## src/design/clrwd_pkg.sv

```systemverilog
// Constants and carrier types shared by the clear-file / clear-watchdog unit.
// Assumes a single 100 MHz core clock and a four-phase instruction cycle.
package clrwd_pkg;
   // Opcode patterns and access bit position
   localparam logic [15:0] OPC_FILE_MASK = 16'hFE00;
   localparam logic [15:0] OPC_FILE_VAL = 16'h6A00;
   localparam logic [15:0] OPC_WDT_VAL = 16'h0004;
   localparam int ACC_BIT_POS = 8;
   // Register offsets on the software port
   localparam logic [7:0] OFS_BANK_SEL = 8'h00;
   localparam logic [7:0] OFS_STATUS = 8'h04;
   localparam logic [7:0] OFS_WDT = 8'h08;
   // Status field positions
   localparam int ST_ZERO_POS = 0;
   localparam int ST_TO_POS = 1;
   localparam int ST_PD_POS = 2;
   // Reset values and fixed access bank
   localparam logic [3:0] BANK_SEL_RST = 4'h0;
   localparam logic FLAG_RST = 1'b1;
   localparam logic ZERO_RST = 1'b0;
   localparam logic [3:0] ACCESS_BANK = 4'h0;

   typedef enum logic [3:0] {
      PH_Q1 = 4'h1,
      PH_Q2 = 4'h2,
      PH_Q3 = 4'h4,
      PH_Q4 = 4'h8
   } clrwd_phase_e;

   typedef enum logic [2:0] {
      OP_NONE = 3'h1,
      OP_FILE = 3'h2,
      OP_WDT = 3'h4
   } clrwd_op_e;

   typedef struct packed {
      logic [11:0] addr;
      logic rd;
      logic wr;
      logic [7:0] wdata;
   } clrwd_file_s;
endpackage

```

## src/design/clrwd_core.sv

```systemverilog
// Execution unit for the clear-file and clear-watchdog instructions.
// Assumes opcode words arrive synchronous to clock_in, sampled in phase Q1.
// Notes on behaviour
// - Clear-file writes zero to the target register and sets only zero flag.
// - Access bit zero selects the access bank, ignoring bank select.
// - Access bit one forms address from bank select and 8-bit field.
// - Clear-file: decode Q1, read Q2, process Q3, write Q4, one cycle.
// - Clear-watchdog opcode resets the watchdog counter to zero.
// - Clear-watchdog also clears postscaler and sets timeout and powerdown flags.
`timescale 1ns/10ps
module clrwd_core #(
   parameter int WDT_W = 8,
   parameter int POST_W = 7
) (
   // Clock and reset
   input wire logic clock_in,
   input wire logic rst_b_in,
   // Instruction stream
   input wire logic instr_valid_in,
   input wire logic [15:0] opcode_in,
   // Watchdog time base
   input wire logic wdt_tick_in,
   // File memory port
   output clrwd_pkg::clrwd_file_s file_out,
   input wire logic [7:0] file_rdata_in,
   // Status flags and current phase
   output logic zero_flag_out,
   output logic timeout_flag_out,
   output logic powerdown_flag_out,
   output logic [1:0] phase_out,
   // Software register port
   input wire logic [7:0] reg_addr_in,
   input wire logic [31:0] reg_wdata_in,
   input wire logic reg_wr_in,
   input wire logic reg_rd_in,
   output logic [31:0] reg_rdata_out
);
   clrwd_pkg::clrwd_phase_e phase_reg, phase_next;
   clrwd_pkg::clrwd_op_e op_reg, op_next;
   clrwd_pkg::clrwd_file_s file_reg, file_next;
   logic [11:0] target_reg, target_next;
   logic acc_reg, acc_next;
   logic [3:0] bank_select_reg, bank_select_next;
   logic zero_reg, zero_next;
   logic timeout_flag_reg, timeout_flag_next;
   logic powerdown_flag_reg, powerdown_flag_next;
   logic [WDT_W-1:0] watchdog_counter_reg, watchdog_counter_next;
   logic [POST_W-1:0] post_reg, post_next;
   logic [31:0] rdata_reg, rdata_next;
   logic [7:0] file_data_reg, file_data_next;
   logic dec_file, dec_wdt;

   function automatic logic is_file_op(input logic [15:0] w);
      return (w & clrwd_pkg::OPC_FILE_MASK) == clrwd_pkg::OPC_FILE_VAL;
   endfunction

   assign dec_file = instr_valid_in && is_file_op(opcode_in);
   assign dec_wdt = instr_valid_in && (opcode_in == clrwd_pkg::OPC_WDT_VAL);

   // Sequencer and decode
   always_comb begin
      phase_next = phase_reg;
      op_next = op_reg;
      target_next = target_reg;
      acc_next = acc_reg;
      unique case (phase_reg)
         clrwd_pkg::PH_Q1: begin
            phase_next = clrwd_pkg::PH_Q2;
            acc_next = opcode_in[clrwd_pkg::ACC_BIT_POS];
            if (opcode_in[clrwd_pkg::ACC_BIT_POS]) begin
               target_next = {bank_select_reg, opcode_in[7:0]};
            end else begin
               target_next = {clrwd_pkg::ACCESS_BANK, opcode_in[7:0]};
            end
            if (dec_file) begin
               op_next = clrwd_pkg::OP_FILE;
            end else if (dec_wdt) begin
               op_next = clrwd_pkg::OP_WDT;
            end else begin
               op_next = clrwd_pkg::OP_NONE;
            end
         end
         clrwd_pkg::PH_Q2: phase_next = clrwd_pkg::PH_Q3;
         clrwd_pkg::PH_Q3: phase_next = clrwd_pkg::PH_Q4;
         clrwd_pkg::PH_Q4: phase_next = clrwd_pkg::PH_Q1;
         default: phase_next = clrwd_pkg::PH_Q1;
      endcase
   end

   // File port: strobes registered one cycle ahead so they stand in Q2 and Q4
   always_comb begin
      file_next = '0;
      file_data_next = file_data_reg;
      file_next.addr = target_reg;
      if (phase_reg == clrwd_pkg::PH_Q1 && dec_file) begin
         file_next.rd = 1'b1;
         file_next.addr = target_next;
      end
      // Process step: value read is captured but the result is always zero
      if (phase_reg == clrwd_pkg::PH_Q2 && op_reg == clrwd_pkg::OP_FILE) begin
         file_data_next = file_rdata_in;
      end
      if (phase_reg == clrwd_pkg::PH_Q3 && op_reg == clrwd_pkg::OP_FILE) begin
         file_next.wr = 1'b1;
         file_next.wdata = 8'h00;
      end
   end

   // Flags, watchdog and software registers
   always_comb begin
      bank_select_next = bank_select_reg;
      zero_next = zero_reg;
      timeout_flag_next = timeout_flag_reg;
      powerdown_flag_next = powerdown_flag_reg;
      watchdog_counter_next = watchdog_counter_reg;
      post_next = post_reg;
      rdata_next = 32'h0000_0000;
      if (wdt_tick_in) begin
         post_next = post_reg + POST_W'(1);
         if (post_reg == '1) begin
            watchdog_counter_next = watchdog_counter_reg + WDT_W'(1);
         end
      end
      if (reg_wr_in && reg_addr_in == clrwd_pkg::OFS_BANK_SEL) begin
         bank_select_next = reg_wdata_in[3:0];
      end
      if (reg_wr_in && reg_addr_in == clrwd_pkg::OFS_STATUS) begin
         zero_next = reg_wdata_in[clrwd_pkg::ST_ZERO_POS];
         timeout_flag_next = reg_wdata_in[clrwd_pkg::ST_TO_POS];
         powerdown_flag_next = reg_wdata_in[clrwd_pkg::ST_PD_POS];
      end
      if (phase_reg == clrwd_pkg::PH_Q4 && op_reg == clrwd_pkg::OP_FILE) begin
         zero_next = 1'b1;
      end
      if (phase_reg == clrwd_pkg::PH_Q3 && op_reg == clrwd_pkg::OP_WDT) begin
         watchdog_counter_next = '0;
         post_next = '0;
         timeout_flag_next = 1'b1;
         powerdown_flag_next = 1'b1;
      end
      if (reg_rd_in) begin
         unique case (reg_addr_in)
            clrwd_pkg::OFS_BANK_SEL: rdata_next = {28'h000_0000, bank_select_reg};
            clrwd_pkg::OFS_STATUS: rdata_next = {29'h0000_0000, powerdown_flag_reg,
                                                 timeout_flag_reg, zero_reg};
            clrwd_pkg::OFS_WDT: rdata_next = {{(32 - POST_W - WDT_W){1'b0}}, post_reg,
                                              watchdog_counter_reg};
            default: rdata_next = 32'h0000_0000;
         endcase
      end
   end

   always_ff @(posedge clock_in or negedge rst_b_in) begin
      if (!rst_b_in) begin
         phase_reg <= clrwd_pkg::PH_Q1;
         op_reg <= clrwd_pkg::OP_NONE;
         target_reg <= 12'h000;
         acc_reg <= 1'b1;
         file_reg <= '0;
         file_data_reg <= 8'h00;
         bank_select_reg <= clrwd_pkg::BANK_SEL_RST;
         zero_reg <= clrwd_pkg::ZERO_RST;
         timeout_flag_reg <= clrwd_pkg::FLAG_RST;
         powerdown_flag_reg <= clrwd_pkg::FLAG_RST;
         watchdog_counter_reg <= '0;
         post_reg <= '0;
         rdata_reg <= 32'h0000_0000;
      end else begin
         phase_reg <= phase_next;
         op_reg <= op_next;
         target_reg <= target_next;
         acc_reg <= acc_next;
         file_reg <= file_next;
         file_data_reg <= file_data_next;
         bank_select_reg <= bank_select_next;
         zero_reg <= zero_next;
         timeout_flag_reg <= timeout_flag_next;
         powerdown_flag_reg <= powerdown_flag_next;
         watchdog_counter_reg <= watchdog_counter_next;
         post_reg <= post_next;
         rdata_reg <= rdata_next;
      end
   end

   assign file_out = file_reg;
   assign zero_flag_out = zero_reg;
   assign timeout_flag_out = timeout_flag_reg;
   assign powerdown_flag_out = powerdown_flag_reg;
   assign reg_rdata_out = rdata_reg;
   always_comb begin
      unique case (phase_reg)
         clrwd_pkg::PH_Q1: phase_out = 2'h0;
         clrwd_pkg::PH_Q2: phase_out = 2'h1;
         clrwd_pkg::PH_Q3: phase_out = 2'h2;
         clrwd_pkg::PH_Q4: phase_out = 2'h3;
         default: phase_out = 2'h0;
      endcase
   end
endmodule

```

## config.mk

```make
export PLATFORM = sky130hd
export DESIGN_NAME = clrwd_core
export DESIGN_NICKNAME = d
export VERILOG_FILES = /design/src/design/clrwd_pkg.sv /design/src/design/clrwd_core.sv
export SDC_FILE = /design/constraint.sdc
export NUM_CORES = 1
export LEC_CHECK = 0
export BUFFER_PORTS_ARGS = -buffer_cell sky130_fd_sc_hd__buf_2
export CAP_MARGIN = 0
export CORE_MARGIN = 2
export CORE_UTILIZATION = 38
export CTS_CLUSTER_DIAMETER = 60
export DETAILED_ROUTE_END_ITERATION = 10
export GPL_TIMING_DRIVEN = 1
export PLACE_DENSITY = 0.74
export SLEW_MARGIN = 10
export SYNTH_ARGS = -nofsm -noshare
export SYNTH_HDL_FRONTEND = slang
export SYNTH_SLANG_ARGS = --single-unit
```

## constraint.sdc

```tcl
create_clock -name clock_in -period 5.14 [get_ports clock_in]
set_input_delay 0.257 -clock clock_in [delete_from_list [all_inputs] [get_ports clock_in]]
set_output_delay 0.257 -clock clock_in [all_outputs]
set_load 0.01 [all_outputs]
```

# [Word-level counts from Yosys, hierarchy flattened]
# Cells that the tools add are included.
[classes] reduce_logical=14 n_addsub=2 n_mux=21 magnitude_cmp=0 multipliers=0 n_div=0 eq_ne=11 bitwise=0 shift=0
[ops] op="15-bit one-hot mux with 3 select lines" n=1
[ops] op="12-bit two-way mux" n=2
[ops] op="8-bit two-way mux" n=3
[ops] op="16-bit by 3-bit == test with 1-bit output, second input constant" n=1
[ops] op="15-bit two-way mux" n=1
[ops] op="7-bit two-way mux" n=2
[ops] op="13-bit two-way mux" n=1
[ops] op="4-bit one-hot mux with 3 select lines" n=1
[ops] op="9-bit two-way mux" n=1
[ops] op="8-bit by 1-bit adder with 8-bit output, second input constant" n=1
[ops] op="8-bit by 3-bit == test with 1-bit output, second input constant" n=1
[ops] op="8-bit by 4-bit == test with 1-bit output, second input constant" n=1
[ops] op="1-bit logical AND" n=8
[ops] op="8-bit logical NOT" n=1
[ops] op="2-bit nonzero test" n=4
[ops] op="7-bit by 1-bit adder with 7-bit output, second input constant" n=1
[ops] op="7-bit by 6-bit == test with 1-bit output, second input constant" n=1
[ops] op="7-bit == test, second input constant" n=1
[ops] op="1-bit two-way mux" n=6
[ops] op="3-bit two-way mux" n=2
[ops] op="2-bit one-hot mux with 3 select lines" n=1
[ops] op="4-bit by 1-bit == test with 1-bit output, second input constant" n=1
[ops] op="4-bit by 2-bit == test with 1-bit output, second input constant" n=1
[ops] op="4-bit by 3-bit == test with 1-bit output, second input constant" n=1
[ops] op="4 further kinds" n=4
[totals] mem_count=0 latchBits=0 romBits=0 ramBits=0 wordCells=62 register_bits=95 in_bits=70

# [Logic depth before layout (Yosys ltp)]
# Gate-level depths: netlist of run 1.
[logic_depth] depth_word=4 depth_mapped=6 depth_no_buf=4

# [Least setup slack after synthesis of run 1]
# Ideal clock, no wire load.
[synth_path] path_type="register to register" start="register phase_reg[0]" end="register file_reg (netlist bit file_out[12])" t_arrival_ns=1.835 path_slack_ns=3.180 setup_ns=0.125 path_stages_with_launch=6 path_buffers=2 required_ns=5.015 synth_period_minus_slack_ns=1.960 cell_sequence="dfstp_2 or4b_1 buf_2 nor3_4 buf_12 mux2_4"
[synth_lines] item="start: declaration" line_no="clrwd_core.sv:38" text="clrwd_pkg::clrwd_phase_e phase_reg, phase_next;"
[synth_lines] item="start signal: assignment" line_no="clrwd_core.sv:155" text="phase_reg <= clrwd_pkg::PH_Q1;"
[synth_lines] item="start signal: assignment" line_no="clrwd_core.sv:169" text="phase_reg <= phase_next;"
[synth_lines] item="end signal: assignment" line_no="clrwd_core.sv:173" text="file_reg <= file_next;"
[synth_lines] item="end: declaration" line_no="clrwd_core.sv:40" text="clrwd_pkg::clrwd_file_s file_reg, file_next;"

==> metrics, run 1 <==
CTS resizes 0; Antenna Cells 0; grt ovf 0; busiest layer in global routing met2; CP endpoint kind register; worst-case reg-to-reg path depth 3; global-route met2 utilization 22.2%; Root Driver clkbuf_8; full die area 9300 um^2; post-route insts no fill 470; Hold Buf Count CTS 0; io pins 129; startpoint types register; share of cells above drive strength 1 31.2%; RSZ-0062 raised after global routing no; Rows 33; placed insts 454; fillcell total 785; Synth area leader dfrtp_1; area delta synth->final 14.9%; synth unique cells 48; first-pass GRT wire length 9840 um; Post-synth EDFFs 0; nets 432; Slew Limit Fails 0; Post-CTS Setup Repair Bufs 0; wire per inst 12.9 um; Final ANT Viol Nets 0; Die Y 96.5 um; Crit path depth 3; FF-to-FF Start phase_reg[0]$_DFF_PN1_; CTS tree built; first-pass iteration count of the detailed router 4; Synth area leaders dfrtp_1, buf_4, nand2_1; vias in the first global route 2156; Tcrit/Tclk final 50.4%; static leakage 1.85 nW; Worst Path Required 5.37 ns; Tmin final 2.59 ns; flops & latches, synth 70; HP Class in2async; Worst path slowest cell nor3_4; Synth Cell Area 3250 um^2; DR vias 2262; initial antenna violation count 0; MaxCap Viol Count 0; CP Cell Sequence or4b_1, nor3_4, mux2_2; Synth top area share 50.8%; Slew @ Worst Pin 0.851 ns; htree depth 3; DRC 0; syn avg cell area 11.0 um^2; total wire length 6070 um; crit-path max FO 16; status complete, no violations; IR drop worst, VDD 0.153 mV; clk buf depth 2; Max-slew headroom 43.3%; synthesized instance count 294; CP peak stage delay 0.78 ns; cell family with most CP delay simple AND/OR/NAND/NOR gates; commonest cells after routing, fill and taps aside buf_2, dfrtp_1, nand2_1; Initial Util 39.3%; clk sink count 70; DR vias/cell 4.81; r2r endpoint file_out[11]$_DFF_PN0_; slack of the worst reg-to-reg path 2.55 ns; WP data arrival 2.82 ns; Post-DP HPWL 4410 um; final clock skew 0.0100 ns; port bufs 67; largest net degree at the start of global routing 71; clk_lat worst skew 0.34 ns; Post-synth ARST share 100%; placer's final routability congestion estimate 0.777; Die Wd 96.5 um; sequential area share after synthesis 54.1%; CTS buffer count 9; CORE AREA 8260 um^2; Synthesis Warnings 0; gr usage total 13.9%; DRT iter0 DRCs 173; Worst-path clk slew 0.08 ns; Fmax 386 MHz; number of flip-flops in the largest register 15; crit path buf inv count 0; most common cell after layout, fill and taps aside buf_2; Power Density 309 nW/um^2; met1 usage 17.8%; Top FF cell, synth dfrtp_1; Final setup violation count 0; Setup TNS 0 ns; GRT met3 Usage 3.26%; crit path kind reg2reg; Fin. Hold Viols 0
cells in the mapped netlist, types with 4 or more instances:
cell type / instances
nand2_1: 46
dfrtp_1: 66
mux2_2: 10
and2_1: 11
mux2i_1: 9
o21ai_0: 10
or3_1: 5
inv_1: 8
nor3_1: 5
mux2_4: 8
nor4_1: 5
dfstp_2: 4
buf_4: 25
a21oi_1: 11
clkbuf_1: 5
nand4_1: 7
nor2_1: 7
buf_2: 5
worst max path at each step:
stage                                 startpoint                      to  slack [ns]
final                     phase_reg[0]$_DFF_PN1_  file_out[11]$_DFF_PN0_        2.55
after global routing      phase_reg[0]$_DFF_PN1_  file_out[11]$_DFF_PN0_        2.41
after CTS                 phase_reg[0]$_DFF_PN1_  file_out[11]$_DFF_PN0_        2.53
after detailed placement  phase_reg[0]$_DFF_PN1_  file_out[10]$_DFF_PN0_        2.53
after global placement    phase_reg[0]$_DFF_PN1_  file_out[21]$_DFF_PN0_        2.56
after floorplan           phase_reg[0]$_DFF_PN1_  file_out[12]$_DFF_PN0_        3.18
report_power, final:
| part | internal (W) | switching [W] | total, W |
|---|---|---|---|
| clock | 0.000224 | 0.000194 | 0.000418 |
| combinational | 0.0000486 | 0.0000651 | 0.000114 |
| sequential | 0.000586 | 0.0000347 | 0.000621 |
kinds of logic after synthesis:
group	after synthesis	synth area share (%)
adders and majority gates	2	0.770
other	1	0.115
xor gates and xnor gates	3	0.809
DFF	70	54.1
and+or+nand+nor	112	19.1
AOI/OAI and AO/OA	33	6.09
buffers and inverters	46	9.13
muxes	27	9.94
per-layer routing:
metal / wire length, um / vias to the layer above
met5: 0 / -
met3: 317 / 9
li1: - / 1092
met2: 2940 / 63
met4: 121 / 0
met1: 2690 / 1098
metrics by stage:
step           instance area (um^2)  hold slack [ns]  utilization, %  total power, W  setup slack, ns
4_1_cts                        3730            0.125            45.2         0.00117             2.53
3_3_place_gp                   3550            0.454            43.0        0.000737             2.56
3_5_place_dp                   3550            0.462            43.0        0.000747             2.53
5_1_grt                        3730            0.141            45.2         0.00121             2.41
2_1_floorplan                  3340          -0.0386               -        0.000709             3.18
6_report                       3730           0.0877            45.2         0.00115             2.55
cell type report:
class / count / area, um^2 / share of cell area [%]
Tap cell: 105 / 131 / 3.52
Sequential cell: 70 / 1760 / 47.1
Clock buffer: 12 / 135 / 3.62
Inverter: 9 / 33.8 / 0.905
Multi-Input combinational cell: 202 / 1280 / 34.4
Timing Repair Buffer: 68 / 343 / 9.18
Clock inverter: 4 / 48.8 / 1.31
worst reg2reg max path, stage by stage, from the launching register on:
cell     delay (ns)
dfstp_2        0.55
or4b_1         0.74
nor3_4         0.78
mux2_2         0.42
Note: power is estimated with default switching activity, not from simulation.
==> run 2, diff against run 1 <==
==> constraint.sdc (replaced) <==
create_clock -name clock_in -period 2.42 [get_ports clock_in]
set_input_delay 0.121 -clock clock_in [delete_from_list [all_inputs] [get_ports clock_in]]
set_output_delay 0.121 -clock clock_in [all_outputs]
set_load 0.01 [all_outputs]
==> run 2 against run 1 <==
Compared with the run above: setup slack got worse by 2.2 ns; critical path depth rose by 1; utilization rose by 1.6 points; die area did not move; critical path type unchanged; critical endpoint is now file_out[21]$_DFF_PN0_; largest cell class unchanged.
==> metrics, run 2 (same netlist as run 1, synthesis figures left out) <==
fillcell total 761 (-3.1%); Rows 33 (unchanged); startpoint types register; Initial Util 39.3% (unchanged); CP endpoint kind register; cell family with most CP delay simple AND/OR/NAND/NOR gates; Max-slew headroom 61.6% (+18 points); HP Class in2reg; Final ANT Viol Nets 0 (unchanged); Worst-path clk slew 0.08 ns (about the same); Slew @ Worst Pin 0.574 ns (-0.277 ns); crit-path max FO 5 (-11); Die Y 96.5 um (unchanged); first-pass GRT wire length 10100 um (+2.7%); CTS buffer count 9 (unchanged); Tmin final 2.08 ns (-0.516 ns); Worst path slowest cell dfstp_2; Post-DP HPWL 4560 um (+3.4%); first-pass iteration count of the detailed router 4 (unchanged); area of the multi-input gates 1280 um^2 (unchanged); area delta synth->final 19.0%; CORE AREA 8260 um^2 (unchanged); status complete, no violations; DR vias/cell 4.76 (-1.1%); WP data arrival 2.32 ns (-0.50 ns); Post-CTS Setup Repair Bufs 0 (unchanged); full die area 9300 um^2 (unchanged); io pins 129 (unchanged); DRT iter0 DRCs 139 (-20%); Hold Slack 0.00419 ns (-0.0835 ns); Hold Path Origin opcode_in[3]; gr usage total 14.2% (+0.32 points); commonest cells after routing, fill and taps aside buf_2, dfrtp_1, nand2_1; grt ovf 0 (unchanged); largest net degree at the start of global routing 56 (-21%); share of cells above drive strength 1 31.9% (+0.69 points); number of flip-flops in the largest register 15 (unchanged); crit path kind reg2reg; Tcrit/Tclk final 85.8% (+35 points); final clock skew 0.00968 ns (-0.000323 ns); htree depth 3 (unchanged); port bufs 67 (unchanged); total wire length 6220 um (+2.4%); IR drop worst, VDD 0.264 mV (+72%); placer's final routability congestion estimate 0.841 (+8.1%); initial antenna violation count 0 (unchanged); Fmax 482 MHz (+25%); DR vias 2304 (+1.9%); static leakage 1.91 nW (+3.2%); clk buf depth 2 (unchanged); Die Wd 96.5 um (unchanged); final core area utilization 46.8% (+1.6 points); CTS tree built; RSZ-0062 raised after global routing no; CP peak stage delay 0.55 ns (-0.23 ns); Slew Limit Fails 0 (unchanged); FF-to-FF Start phase_reg[0]$_DFF_PN1_; most common cell after layout, fill and taps aside buf_2; start point of the critical path phase_reg[0]$_DFF_PN1_; MaxCap Viol Count 0 (unchanged); clk_lat worst skew 0.35 ns (about the same); clk sink count 70 (unchanged); Antenna Cells 0 (unchanged); Worst Path Required 2.66 ns (-2.71 ns); CP Cell Sequence or4b_1, nor3_4, buf_4, mux2_2; DRC 0 (unchanged); r2r endpoint file_out[21]$_DFF_PN0_; Power Density 626 nW/um^2 (+100%); crit path buf inv count 1 (+1); Root Driver clkbuf_8; Min-Delay Endpoint target_reg[3]$_DFF_PN0_; worst-case reg-to-reg path depth 4 (+1); CTS resizes 0 (unchanged); Reg area 1760 um^2 (unchanged); Fin. Hold Viols 0 (unchanged); nets 446 (+3.2%); wire per inst 12.8 um (-0.56%); Final setup violation count 0 (unchanged); slack of the worst reg-to-reg path 0.34 ns (-2.20 ns); vias in the first global route 2180 (+1.1%); Hold Path Stages 3; Setup TNS 0 ns (unchanged)
-- run 2: cell types whose count changed in the layout (fill, tap and decap cells not counted), sizes merged --
cell	delta
dlygate4sd3	+9
buf	+5
clkinvlp	+2
bufinv	-1
clkbuf	-1
clkinv	-1
inv	+1
-- run 2: cell type report --
class                   count  share of cell area, %
well taps                 105                   3.40
clock buffers              11                   3.66
inverters                   9                  0.874
repair buffers             82                   12.5
multi-input cells         202                   33.2
clock inverters             5                  0.874
flip-flops and latches     70                   45.5
-- run 2: per-stage QoR --
stage | setup WS (ns) | power [W] | std cells | cell area [um^2]
2_1_floorplan | 0.460 | 0.00151 | 318 | 3340
3_3_place_gp | 0.351 | 0.00157 | 459 | 3600
3_5_place_dp | 0.338 | 0.00159 | 459 | 3600
4_1_cts | 0.330 | 0.00244 | 483 | 3850
5_1_grt | 0.269 | 0.00255 | 484 | 3860
6_report | 0.345 | 0.00242 | 484 | 3860
-- run 2: worst max path at each step --
stage / end / depth (start not counted) / slack, ns
finish: file_out[21]$_DFF_PN0_ / 4 / 0.34
global route: file_out[21]$_DFF_PN0_ / 4 / 0.27
global placement: file_out[21]$_DFF_PN0_ / 4 / 0.35
floorplan: file_out[12]$_DFF_PN0_ / 5 / 0.46
CTS: file_out[21]$_DFF_PN0_ / 4 / 0.33
detailed placement: file_out[21]$_DFF_PN0_ / 4 / 0.34
-- run 2: where the power goes --
| part | internal [W] | total (W) | switching [W] | leakage, nW |
|---|---|---|---|---|
| Sequential | 0.00124 | 0.00132 | 0.0000747 | 0.899 |
| Clock | 0.000400 | 0.000842 | 0.000443 | 0.0857 |
| Combinational | 0.000116 | 0.000257 | 0.000141 | 0.922 |
| Total | 0.00176 | 0.00242 | 0.000658 | 1.91 |
-- run 2: per-layer routing --
layer	vias to the layer above	GRT usage (%)	part of all wire (%)
met4	0	4.93	1.7
li1	1122	-	-
met2	58	22.3	49
met5	-	0	0
met1	1114	18.7	45
met3	10	4.50	5.1
-- run 2: tightest hold or removal path, stage by stage --
cell and delay, ns:
buf_2 0.10, nand2_1 0.05, nand2_1 0.05
-- run 2: repair_timing --
item | 4_1_cts | 5_1_grt
hold buffers | 8 | 1
hold endpoints to repair | 22 | 1
endpoints found under the setup margin | 0 | 0
